--- src/verilog/sbtap_defs.vh ---
// Purpose: Constants for the boundary-scan test access port
// Assumes: Plain Verilog-2005 includer
// Notes: Instruction codes other than fixed ones are arbitrary choices
`ifndef SBTAP_DEFS_VH
`define SBTAP_DEFS_VH
// ----------------------------------------
// Controller states
// ----------------------------------------
`define SBTAP_ST_RESET 4'h0
`define SBTAP_ST_IDLE 4'h1
`define SBTAP_ST_SEL_DR 4'h2
`define SBTAP_ST_CAP_DR 4'h3
`define SBTAP_ST_SHF_DR 4'h4
`define SBTAP_ST_EX1_DR 4'h5
`define SBTAP_ST_PAU_DR 4'h6
`define SBTAP_ST_EX2_DR 4'h7
`define SBTAP_ST_UPD_DR 4'h8
`define SBTAP_ST_SEL_IR 4'h9
`define SBTAP_ST_CAP_IR 4'hA
`define SBTAP_ST_SHF_IR 4'hB
`define SBTAP_ST_EX1_IR 4'hC
`define SBTAP_ST_PAU_IR 4'hD
`define SBTAP_ST_EX2_IR 4'hE
`define SBTAP_ST_UPD_IR 4'hF
// ----------------------------------------
// Instructions and widths
// ----------------------------------------
`define SBTAP_IR_W 3
`define SBTAP_IR_EXTEST 3'h0
`define SBTAP_IR_IDCODE 3'h1
`define SBTAP_IR_SAMPLEZ 3'h2
`define SBTAP_IR_SAMPLE 3'h4
`define SBTAP_IR_BYPASS 3'h7
`define SBTAP_IR_CAPTURE 2'h1
`define SBTAP_ID_W 32
`define SBTAP_ID_VALUE 32'h1234_5671 // Arbitrary identification value
`define SBTAP_BSR_W 16
`endif

--- src/verilog/sbtap_port.v ---
// Purpose: Boundary-scan test access port, test clock sampled by core clock
// Assumes: Test pins are asynchronous to core_clk_in, test clock much slower
// Notes: Ring width reduced to a parameter; ID value is arbitrary
//
// Operation
// - Standard sixteen-state controller; board tester drives it per the standard.
// - Test clock only advances this port; memory never waits on it.
// - Data-in and mode-select read as one when left floating.
// - Port enters reset at power-up with no test clock activity.
// - All test inputs are sampled on the rising test clock edge.
// - Mode-select at each rising edge chooses the next controller state.
// - Data-out changes only on the falling test clock edge.
// - Loaded instruction selects exactly one register between data-in and out.
// - Serial data enters at the MSB, shifting toward the LSB.
// - Data-out presents the selected register's LSB first.
// - Data-out driver enabled only in shift states, otherwise disabled.
// - Five rising edges with mode-select high reset the port.
// - Three-bit instruction updates in Update-IR, reset loads identification.
// - Capture-IR loads the two instruction LSBs with 01.
// - Bypass is one bit, capturing low.
`timescale 1ns/100ps
`default_nettype none
`include "sbtap_defs.vh"
module sbtap_port #(
  parameter BSR_W = `SBTAP_BSR_W
) (
  // Clock and reset
  input wire core_clk_in,
  input wire reset_in,
  input wire clk_en_in,
  // Test pins; pull-up modelled by treating a floating mode-select or data-in input as one
  input wire tck_in,
  input wire tms_in,
  input wire tdi_in,
  output reg tdo_out,
  output wire tdo_oe_n_out,
  // Memory ring
  input wire [BSR_W-1:0] ring_in,
  output reg [BSR_W-1:0] ring_preload_out,
  output wire ring_drive_out,
  output wire out_bus_hiz_out,
  // Status
  output reg [3:0] state_out,
  output reg [`SBTAP_IR_W-1:0] instr_out
);
// ----------------------------------------
// Pin synchronisers
// ----------------------------------------
reg [2:0] tck_s;
reg [1:0] tms_s;
reg [1:0] tdi_s;
reg [BSR_W-1:0] ring_s0;
reg [BSR_W-1:0] ring_s1;
wire tms_v = (tms_s[1] !== 1'b0);
wire tdi_v = (tdi_s[1] !== 1'b0);
wire rise = tck_s[1] & ~tck_s[2];
wire fall = ~tck_s[1] & tck_s[2];
always @(posedge core_clk_in or posedge reset_in) begin
  if (reset_in) begin
    tck_s <= 3'h0;
    tms_s <= 2'h3;
    tdi_s <= 2'h3;
    ring_s0 <= {BSR_W{1'b0}};
    ring_s1 <= {BSR_W{1'b0}};
  end else if (clk_en_in) begin
    tck_s <= {tck_s[1:0], tck_in};
    tms_s <= {tms_s[0], tms_in};
    tdi_s <= {tdi_s[0], tdi_in};
    // Memory pin ring comes from another clock domain
    ring_s0 <= ring_in;
    ring_s1 <= ring_s0;
  end
end
// ----------------------------------------
// Controller
// ----------------------------------------
reg [3:0] next_state;
always @* begin
  case (state_out)
    `SBTAP_ST_RESET: next_state = tms_v ? `SBTAP_ST_RESET : `SBTAP_ST_IDLE;
    `SBTAP_ST_IDLE: next_state = tms_v ? `SBTAP_ST_SEL_DR : `SBTAP_ST_IDLE;
    `SBTAP_ST_SEL_DR: next_state = tms_v ? `SBTAP_ST_SEL_IR : `SBTAP_ST_CAP_DR;
    `SBTAP_ST_CAP_DR: next_state = tms_v ? `SBTAP_ST_EX1_DR : `SBTAP_ST_SHF_DR;
    `SBTAP_ST_SHF_DR: next_state = tms_v ? `SBTAP_ST_EX1_DR : `SBTAP_ST_SHF_DR;
    `SBTAP_ST_EX1_DR: next_state = tms_v ? `SBTAP_ST_UPD_DR : `SBTAP_ST_PAU_DR;
    `SBTAP_ST_PAU_DR: next_state = tms_v ? `SBTAP_ST_EX2_DR : `SBTAP_ST_PAU_DR;
    `SBTAP_ST_EX2_DR: next_state = tms_v ? `SBTAP_ST_UPD_DR : `SBTAP_ST_SHF_DR;
    `SBTAP_ST_UPD_DR: next_state = tms_v ? `SBTAP_ST_SEL_DR : `SBTAP_ST_IDLE;
    `SBTAP_ST_SEL_IR: next_state = tms_v ? `SBTAP_ST_RESET : `SBTAP_ST_CAP_IR;
    `SBTAP_ST_CAP_IR: next_state = tms_v ? `SBTAP_ST_EX1_IR : `SBTAP_ST_SHF_IR;
    `SBTAP_ST_SHF_IR: next_state = tms_v ? `SBTAP_ST_EX1_IR : `SBTAP_ST_SHF_IR;
    `SBTAP_ST_EX1_IR: next_state = tms_v ? `SBTAP_ST_UPD_IR : `SBTAP_ST_PAU_IR;
    `SBTAP_ST_PAU_IR: next_state = tms_v ? `SBTAP_ST_EX2_IR : `SBTAP_ST_PAU_IR;
    `SBTAP_ST_EX2_IR: next_state = tms_v ? `SBTAP_ST_UPD_IR : `SBTAP_ST_SHF_IR;
    `SBTAP_ST_UPD_IR: next_state = tms_v ? `SBTAP_ST_SEL_DR : `SBTAP_ST_IDLE;
    default: next_state = `SBTAP_ST_RESET;
  endcase
end
// ----------------------------------------
// Shift and update registers
// ----------------------------------------
reg [`SBTAP_IR_W-1:0] ir_sh;
reg [`SBTAP_ID_W-1:0] id_sh;
reg [BSR_W-1:0] bsr_sh;
reg byp_sh;
reg hiz_latch;
wire sel_byp = (instr_out == `SBTAP_IR_BYPASS) || (instr_out == 3'h3) ||
  (instr_out == 3'h5) || (instr_out == 3'h6);
wire sel_id = (instr_out == `SBTAP_IR_IDCODE);
wire sh_dr = (state_out == `SBTAP_ST_SHF_DR);
wire sh_ir = (state_out == `SBTAP_ST_SHF_IR);
always @(posedge core_clk_in or posedge reset_in) begin
  if (reset_in) begin
    state_out <= `SBTAP_ST_RESET;
    instr_out <= `SBTAP_IR_IDCODE;
    ir_sh <= `SBTAP_IR_IDCODE;
    id_sh <= `SBTAP_ID_VALUE;
    bsr_sh <= {BSR_W{1'b0}};
    byp_sh <= 1'b0;
    ring_preload_out <= {BSR_W{1'b0}};
    hiz_latch <= 1'b0;
  end else if (clk_en_in && rise) begin
    state_out <= next_state;
    case (state_out)
      `SBTAP_ST_RESET: begin
        instr_out <= `SBTAP_IR_IDCODE;
        hiz_latch <= 1'b0;
      end
      `SBTAP_ST_CAP_IR: ir_sh <= {instr_out[2], `SBTAP_IR_CAPTURE};
      `SBTAP_ST_SHF_IR: ir_sh <= {tdi_v, ir_sh[2:1]};
      `SBTAP_ST_UPD_IR: instr_out <= ir_sh;
      `SBTAP_ST_CAP_DR: begin
        id_sh <= `SBTAP_ID_VALUE;
        byp_sh <= 1'b0;
        bsr_sh <= ring_s1;
      end
      `SBTAP_ST_SHF_DR: begin
        if (sel_byp)
          byp_sh <= tdi_v;
        else if (sel_id)
          id_sh <= {tdi_v, id_sh[`SBTAP_ID_W-1:1]};
        else
          bsr_sh <= {tdi_v, bsr_sh[BSR_W-1:1]};
      end
      `SBTAP_ST_UPD_DR: begin
        if (!sel_byp && !sel_id) begin
          ring_preload_out <= bsr_sh;
          hiz_latch <= bsr_sh[BSR_W-1];
        end
      end
      default: ;
    endcase
    // Entering reset loads the identification instruction at once
    if (next_state == `SBTAP_ST_RESET) begin
      instr_out <= `SBTAP_IR_IDCODE;
      hiz_latch <= 1'b0;
    end
  end
end
// ----------------------------------------
// Serial output on falling edge
// ----------------------------------------
reg oe;
always @(posedge core_clk_in or posedge reset_in) begin
  if (reset_in) begin
    tdo_out <= 1'b0;
    oe <= 1'b0;
  end else if (clk_en_in && fall) begin
    oe <= sh_dr | sh_ir;
    if (sh_ir)
      tdo_out <= ir_sh[0];
    else if (sel_byp)
      tdo_out <= byp_sh;
    else if (sel_id)
      tdo_out <= id_sh[0];
    else
      tdo_out <= bsr_sh[0];
  end
end
assign tdo_oe_n_out = ~oe;
assign ring_drive_out = (instr_out == `SBTAP_IR_EXTEST);
assign out_bus_hiz_out = (instr_out == `SBTAP_IR_SAMPLEZ) ||
  (ring_drive_out && hiz_latch);
endmodule
`default_nettype wire

--- config.mk ---
export PLATFORM = sky130hd
export DESIGN_NAME = sbtap_port
export DESIGN_NICKNAME = d
export VERILOG_FILES = /design/src/verilog/sbtap_port.v
export VERILOG_INCLUDE_DIRS = /design/src /design/src/verilog
export SDC_FILE = /design/constraint.sdc
export NUM_CORES = 1
export LEC_CHECK = 0
export BUFFER_PORTS_ARGS = -buffer_cell sky130_fd_sc_hd__buf_2
export CELL_PAD_IN_SITES_DETAIL_PLACEMENT = 1
export CELL_PAD_IN_SITES_GLOBAL_PLACEMENT = 1
export CORE_MARGIN = 10
export CORE_UTILIZATION = 48
export CTS_CLUSTER_SIZE = 28
export DETAILED_ROUTE_END_ITERATION = 16
export GPL_TIMING_DRIVEN = 0
export PLACE_DENSITY_LB_ADDON = 0.1
export SLEW_MARGIN = 20
export SYNTH_ARGS = -nofsm -noshare
export SYNTH_HDL_FRONTEND = slang
export SYNTH_SLANG_ARGS = --single-unit
--- constraint.sdc ---
create_clock -name core_clk_in -period 4.3 [get_ports core_clk_in]
set_input_delay 0.215 -clock core_clk_in [delete_from_list [all_inputs] [get_ports core_clk_in]]
set_output_delay 0.215 -clock core_clk_in [all_outputs]
set_load 0.02 [all_outputs]
Yosys cells after proc, flatten, opt, wreduce, memory -nomap -nowiden
Index checks and enable logic that the tools add are counted.
W data, S select, Z words.

storage, ports and cells
  word-level logic and storage cells = 106
  bits of input ports = 22
  output and inout port bits = 27
  flip-flop bits (word level) = 117

cells by class
  multiplexer cells = 30
  bitwise logic cells = 6
  equal/unequal tests = 28
  reductions and logical operators = 27

operators by type and width
  operator              number
  $mux W32              2
  $pmux W32 S2          1
  $pmux W4 S12          1
  $eq A4 B4 Y1 const B  8
  $mux W16              2
  $pmux W16 S2          1
  $eq A4 B3 Y1 const B  4
  $mux W4               4
  $pmux W3 S2           2
  $eq A3 B3 Y1 const B  3
  $mux W1               9
  $mux W3               3
  $reduce_and A3 Y1     3
  $eq A4 B2 Y1 const B  2
  $logic_not A4 Y1      2
  $ne A2 B2 Y1 const B  4
  $reduce_and A4 Y1     2
  $eq A3 B2 Y1 const B  2
  $mux W2               3
  $reduce_bool A3 Y1    2
  $eq A4 B1 Y1 const B  1
  $logic_and A1 B1 Y1   4
  $logic_or A1 B1 Y1    4
  $pmux W1 S2           2
  other kinds (12)      20

Depth between registers and ports, before layout
  depth in word-level cells = 9
  mapped depth = 8
  mapped depth without buffers = 4

Least setup slack after synthesis
OpenSTA, ideal clock, no wires.

  path type = register to register
  start point = register state_out[3]
  end point = register bsr_sh[5]
  library setup time = 0.128 ns
  path buffers = 1
  required time = 4.172 ns
  slack = 2.392 ns
  arrival = 1.780 ns
  stages on the path, launching flop included = 5
  period minus slack after synthesis = 1.908 ns
  cell sequence = dfrtp_1 -> nor4b_4 -> buf_2 -> mux2_2 -> mux2_1

on the way
  longest elaborated chain between the ends = 3
  elaborated cells on any way between the ends = 7
  classes of those cells = 4 x eq/ne; 1 x mux; 2 x reduce/logical

ends and longest elaborated chain
  what                                                                        RTL line          RTL
  from (decl)                                                                 sbtap_port.v:43   output reg [3:0] state_out,
  from (signal assigned)                                                      sbtap_port.v:114  state_out <= `SBTAP_ST_RESET;
  from (signal assigned)                                                      sbtap_port.v:123  state_out <= next_state;
  $eq A4 B3 Y1 / $eq A4 B2 Y1 (equally long branches)                         sbtap_port.v:124  case (state_out)
  $ne A2 B2 Y1 (no source line) / $reduce_bool A2 Y1 (equally long branches)  --
  $reduce_and A4 Y1 (no source line)                                          --
  to (signal assigned)                                                        sbtap_port.v:118  bsr_sh <= {BSR_W{1'b0}};
  to (signal assigned)                                                        sbtap_port.v:135  bsr_sh <= ring_s1;
  to (signal assigned)                                                        sbtap_port.v:143  bsr_sh <= {tdi_v, bsr_sh[BSR_W-1:1]};
  to (decl)                                                                   sbtap_port.v:104  reg [BSR_W-1:0] bsr_sh;

Parallel ways exist; a longest one is shown, timed or not.
A chain may end at the register's enable or synchronous reset.

Final worst setup path
  start point = register state_out[3]
  end point = register bsr_sh[7]

Same word-level chain as after synthesis.

==> results.cfg <==
[yosys]
ys.warnings.count = 0
synth_top_cells_by_area = sky130_fd_sc_hd__dfrtp_1 (49%), sky130_fd_sc_hd__mux2_2 (17%), sky130_fd_sc_hd__dfstp_2 (10%), sky130_fd_sc_hd__a22o_1 (3.5%), sky130_fd_sc_hd__o22a_1 (2.3%)
syn-instance-count = 370
ys_async_sr_fraction_pct = 100.0
netlist-cell-type-count = 50
seq_area_frac_synth_pct = 58.92
postSynthRegisterBits = 117
synth_fp_nets = 392
synth.avg_cell_area_sq_um = 13.54
synth.top_cell.area_share_pct = 48.95
synthMostInstantiatedCell = sky130_fd_sc_hd__dfrtp_1
post-synth-top-area-cell = sky130_fd_sc_hd__dfrtp_1
synthFlopType = sky130_fd_sc_hd__dfrtp_1
netlist_area_sq_um = 5010
synth_enable_flop_cells = 0
synth.cells.most_frequent = sky130_fd_sc_hd__dfrtp_1 (98), sky130_fd_sc_hd__mux2_2 (75), sky130_fd_sc_hd__a22o_1 (20), sky130_fd_sc_hd__dfstp_2 (19)

[final_layout]
final_nets = 479
filler_cell_count = 1002
areaGrowthSynthToFinish_pct = 24.93
n_antenna_cell = 0
design_area_sq_um = 6259
drive_above_1_share_pct = 42.55
final_cell_count_no_fill = 606

[detailed_routing]
avgRoutedWirePerCell_microns = 19.62
drt_wl_total_microns = 11890
first_pass_iteration_count_of_the_detailed_router = 4
post_drt_via_cell_ratio = 5.502
post-route-drc-count = 0
detail_route.iter0.violations = 147
route.antenna.remaining_nets = 0
routed-via-count = 3334

[sta]
finalHoldViolCount = 0
accumulated_negative_setup_slack_ns = 0
finalWorstSetupSlack_ns = 2.187
worst_slew_pin_tran_ns = 0.7181
layout_worst_path_cycle_share_pct = 49.14
slew_viol_final = 0
unrepaired_setup_endpoints_after_global_routing = false
layout_min_cycle_time_ns = 2.113
relSlewSlack_pct = 52.13
clock-skew-final_ns = 0.007467
final_report_setup_violation_count = 0
maxClockFrequency_ghz = 0.4732

[worst_hold_path]
worstHoldStart = clk_en_in
holdCritPathClass = input port to flip-flop

[clocking]
clkTransAtPathRegs_ns = 0.06
tritoncts.num_buffers = 17
clock_tree.htree_level_count = 4
cts_root_buffer = sky130_fd_sc_hd__clkbuf_8
postCtsSetupBuffers = 0
clk_path_buf_depth = 2
tritoncts = done
clk_latency_ns = 0.51
cts.sinks = 117

[status]
status = completed

[placement]
io_buffers = 47
detailedPlacementHpwl_microns = 7376
place_inst = 554
placed_cell_area_sq_um = 5448
routabilityCongestion = 0.8711
preCtsSetupSlack_ns = 2.201

[global_routing]
grt_pass1_vias = 3773
grt_first_pass_wirelength_microns = 19750
track_usage_pct = 16.89
pin_count_of_the_biggest_net_entering_global_routing = 70
grt_antenna_before_repair = 0
gr-total-overflow = 0

[power]
power.leakage_nw = 2.878
totalPowerFinal_mw = 3.731
p_per_area_nw_per_um2 = 596.1
peakVddDrop_mv = 0.3044

[setup_path]
worst-setup-path-type = flip-flop to flip-flop
cp_cell_sequence = nor4b_4, buf_2, mux2_2, mux2_1
timing.critical_path.from = state_out[3]$_DFFE_PP0P_
r2r-start = state_out[3]$_DFFE_PP0P_
crit_buf_inv = 1
endpoint_type_of_the_worst_setup_path = flip-flop
maximum_cell_stage_delay_along_the_critical_path_ns = 0.48
path_delay_family = multiplexers
critPathRequiredTime_ns = 4.69
crit_path_start_kind = flip-flop
cell_with_the_largest_stage_delay_on_the_worst_path = sky130_fd_sc_hd__dfrtp_1
timing.critical_path.arrival_ns = 2.50
worstPathMaxFanout = 10

[floorplanning]
core-area_sq_um = 10230
initial_core_util_pct = 48.97
core.rowCount = 37
fp.dieH_microns = 122.2
die_width_microns = 122.2
design.die.area_sq_um = 14920
floorplan.io_pins = 49

[job]
maxCapViolCount = 0
==> cell usage in the layout, fill, tap and decap left out, types with 6 or more instances in the layout <==
master / synthesis / routed
sky130_fd_sc_hd__mux2_1: 9 / 9
sky130_fd_sc_hd__o22a_1: 13 / 13
sky130_fd_sc_hd__nor3_1: 6 / 6
sky130_fd_sc_hd__dfrtp_1: 98 / 98
sky130_fd_sc_hd__buf_2: 10 / 57
sky130_fd_sc_hd__a21oi_1: 8 / 8
sky130_fd_sc_hd__clkbuf_1: 9 / 10
sky130_fd_sc_hd__nor2_1: 13 / 13
sky130_fd_sc_hd__dlygate4sd3_1: 0 / 20
sky130_fd_sc_hd__o21ai_0: 13 / 13
sky130_fd_sc_hd__dfstp_2: 19 / 19
sky130_fd_sc_hd__mux2_2: 75 / 75
sky130_fd_sc_hd__clkbuf_16: 0 / 16
sky130_fd_sc_hd__a22o_1: 20 / 20
sky130_fd_sc_hd__inv_1: 9 / 8
sky130_fd_sc_hd__nand2_1: 11 / 11
==> worst reg2reg max path, delay by kind of cell (launching register included) <==
kind          cells  cell delay [ns]
simple gates      1             0.46
buf+inv           1             0.36
mux               2             0.69
flops             1             0.48
==> cell type report <==
cell class / count / area (sq um) / share of cell area (%)
Sequential cell: 117 / 2952 / 47.16
Multi-Input combinational cell: 218 / 1879 / 30.03
Timing Repair Buffer: 68 / 462.9 / 7.397
Clock buffer: 19 / 431.7 / 6.897
Clock inverter: 13 / 178.9 / 2.859
Tap cell: 136 / 170.2 / 2.719
Buffer: 26 / 145.1 / 2.319
Inverter: 9 / 38.79 / 0.6198
==> cell families after synthesis <==
kind of cell	after synthesis	synth area share, %
mux	87	19.48
buf+inv	35	3.571
simple gates	54	6.593
compound gates	75	11.06
flops	117	58.92
xor+xnor	1	0.1749
fa+ha+maj	1	0.1998
==> metrics by stage <==
step / utilization [%] / hold slack [ns]
6_report: 61.17 / 0.1983
5_1_grt: 61.17 / 0.1891
4_1_cts: 61.17 / 0.1658
3_5_place_dp: 53.25 / 0.3637
3_3_place_gp: 52.93 / 0.4475
2_1_floorplan: - / 0.3667
==> registers in the layout, indices dropped and copies added (netlist names) <==
signal / flops
tms_s: 2
ir_sh: 3
ring_s1: 16
tdo_out: 1
instr_out: 3
bsr_sh: 16
ring_preload_out: 16
ring_s0: 16
tdi_s: 2
hiz_latch: 1
tck_s: 3
oe: 1
id_sh: 32
state_out: 4
byp_sh: 1
==> where the power goes <==
part,leakage (nW),internal [mW],switching (mW)
Combinational,1.12,0.359,0.351
Sequential,1.45,1.39,0.179
Clock,0.302,0.955,0.501
Total,2.88,2.70,1.03
==> what timing repair did <==
item / in CTS / in global routing
resized for setup: 0 / 0
hold buffers: 20 / 0
hold endpoints to repair: 70 / 0
==> worst paths after layout <==
kind	end	slack, ns	depth (start not counted)
worst max-delay path	bsr_sh[7]$_DFFE_PP0P_	2.19	4
worst min-delay path	oe$_DFFE_PP0P_	0.20	3
worst max register to register	bsr_sh[7]$_DFFE_PP0P_	2.19	4
worst min register to register	ring_preload_out[5]$_DFFE_PP0P_	0.50	1
max in group asynchronous	tdi_s[0]$_DFFE_PP1P_	3.24	4
min in group asynchronous	state_out[1]$_DFFE_PP0P_	0.35	3
==> metal layers <==
layer	GRT usage [%]	vias to the layer above	share of wire, %
li1	-	1528	-
met2	28.77	49	52
met4	6.480	0	1.1
met3	4.718	10	3.0
met1	19.86	1747	44
met5	0	-	0
(Power assumes the default switching activity.)
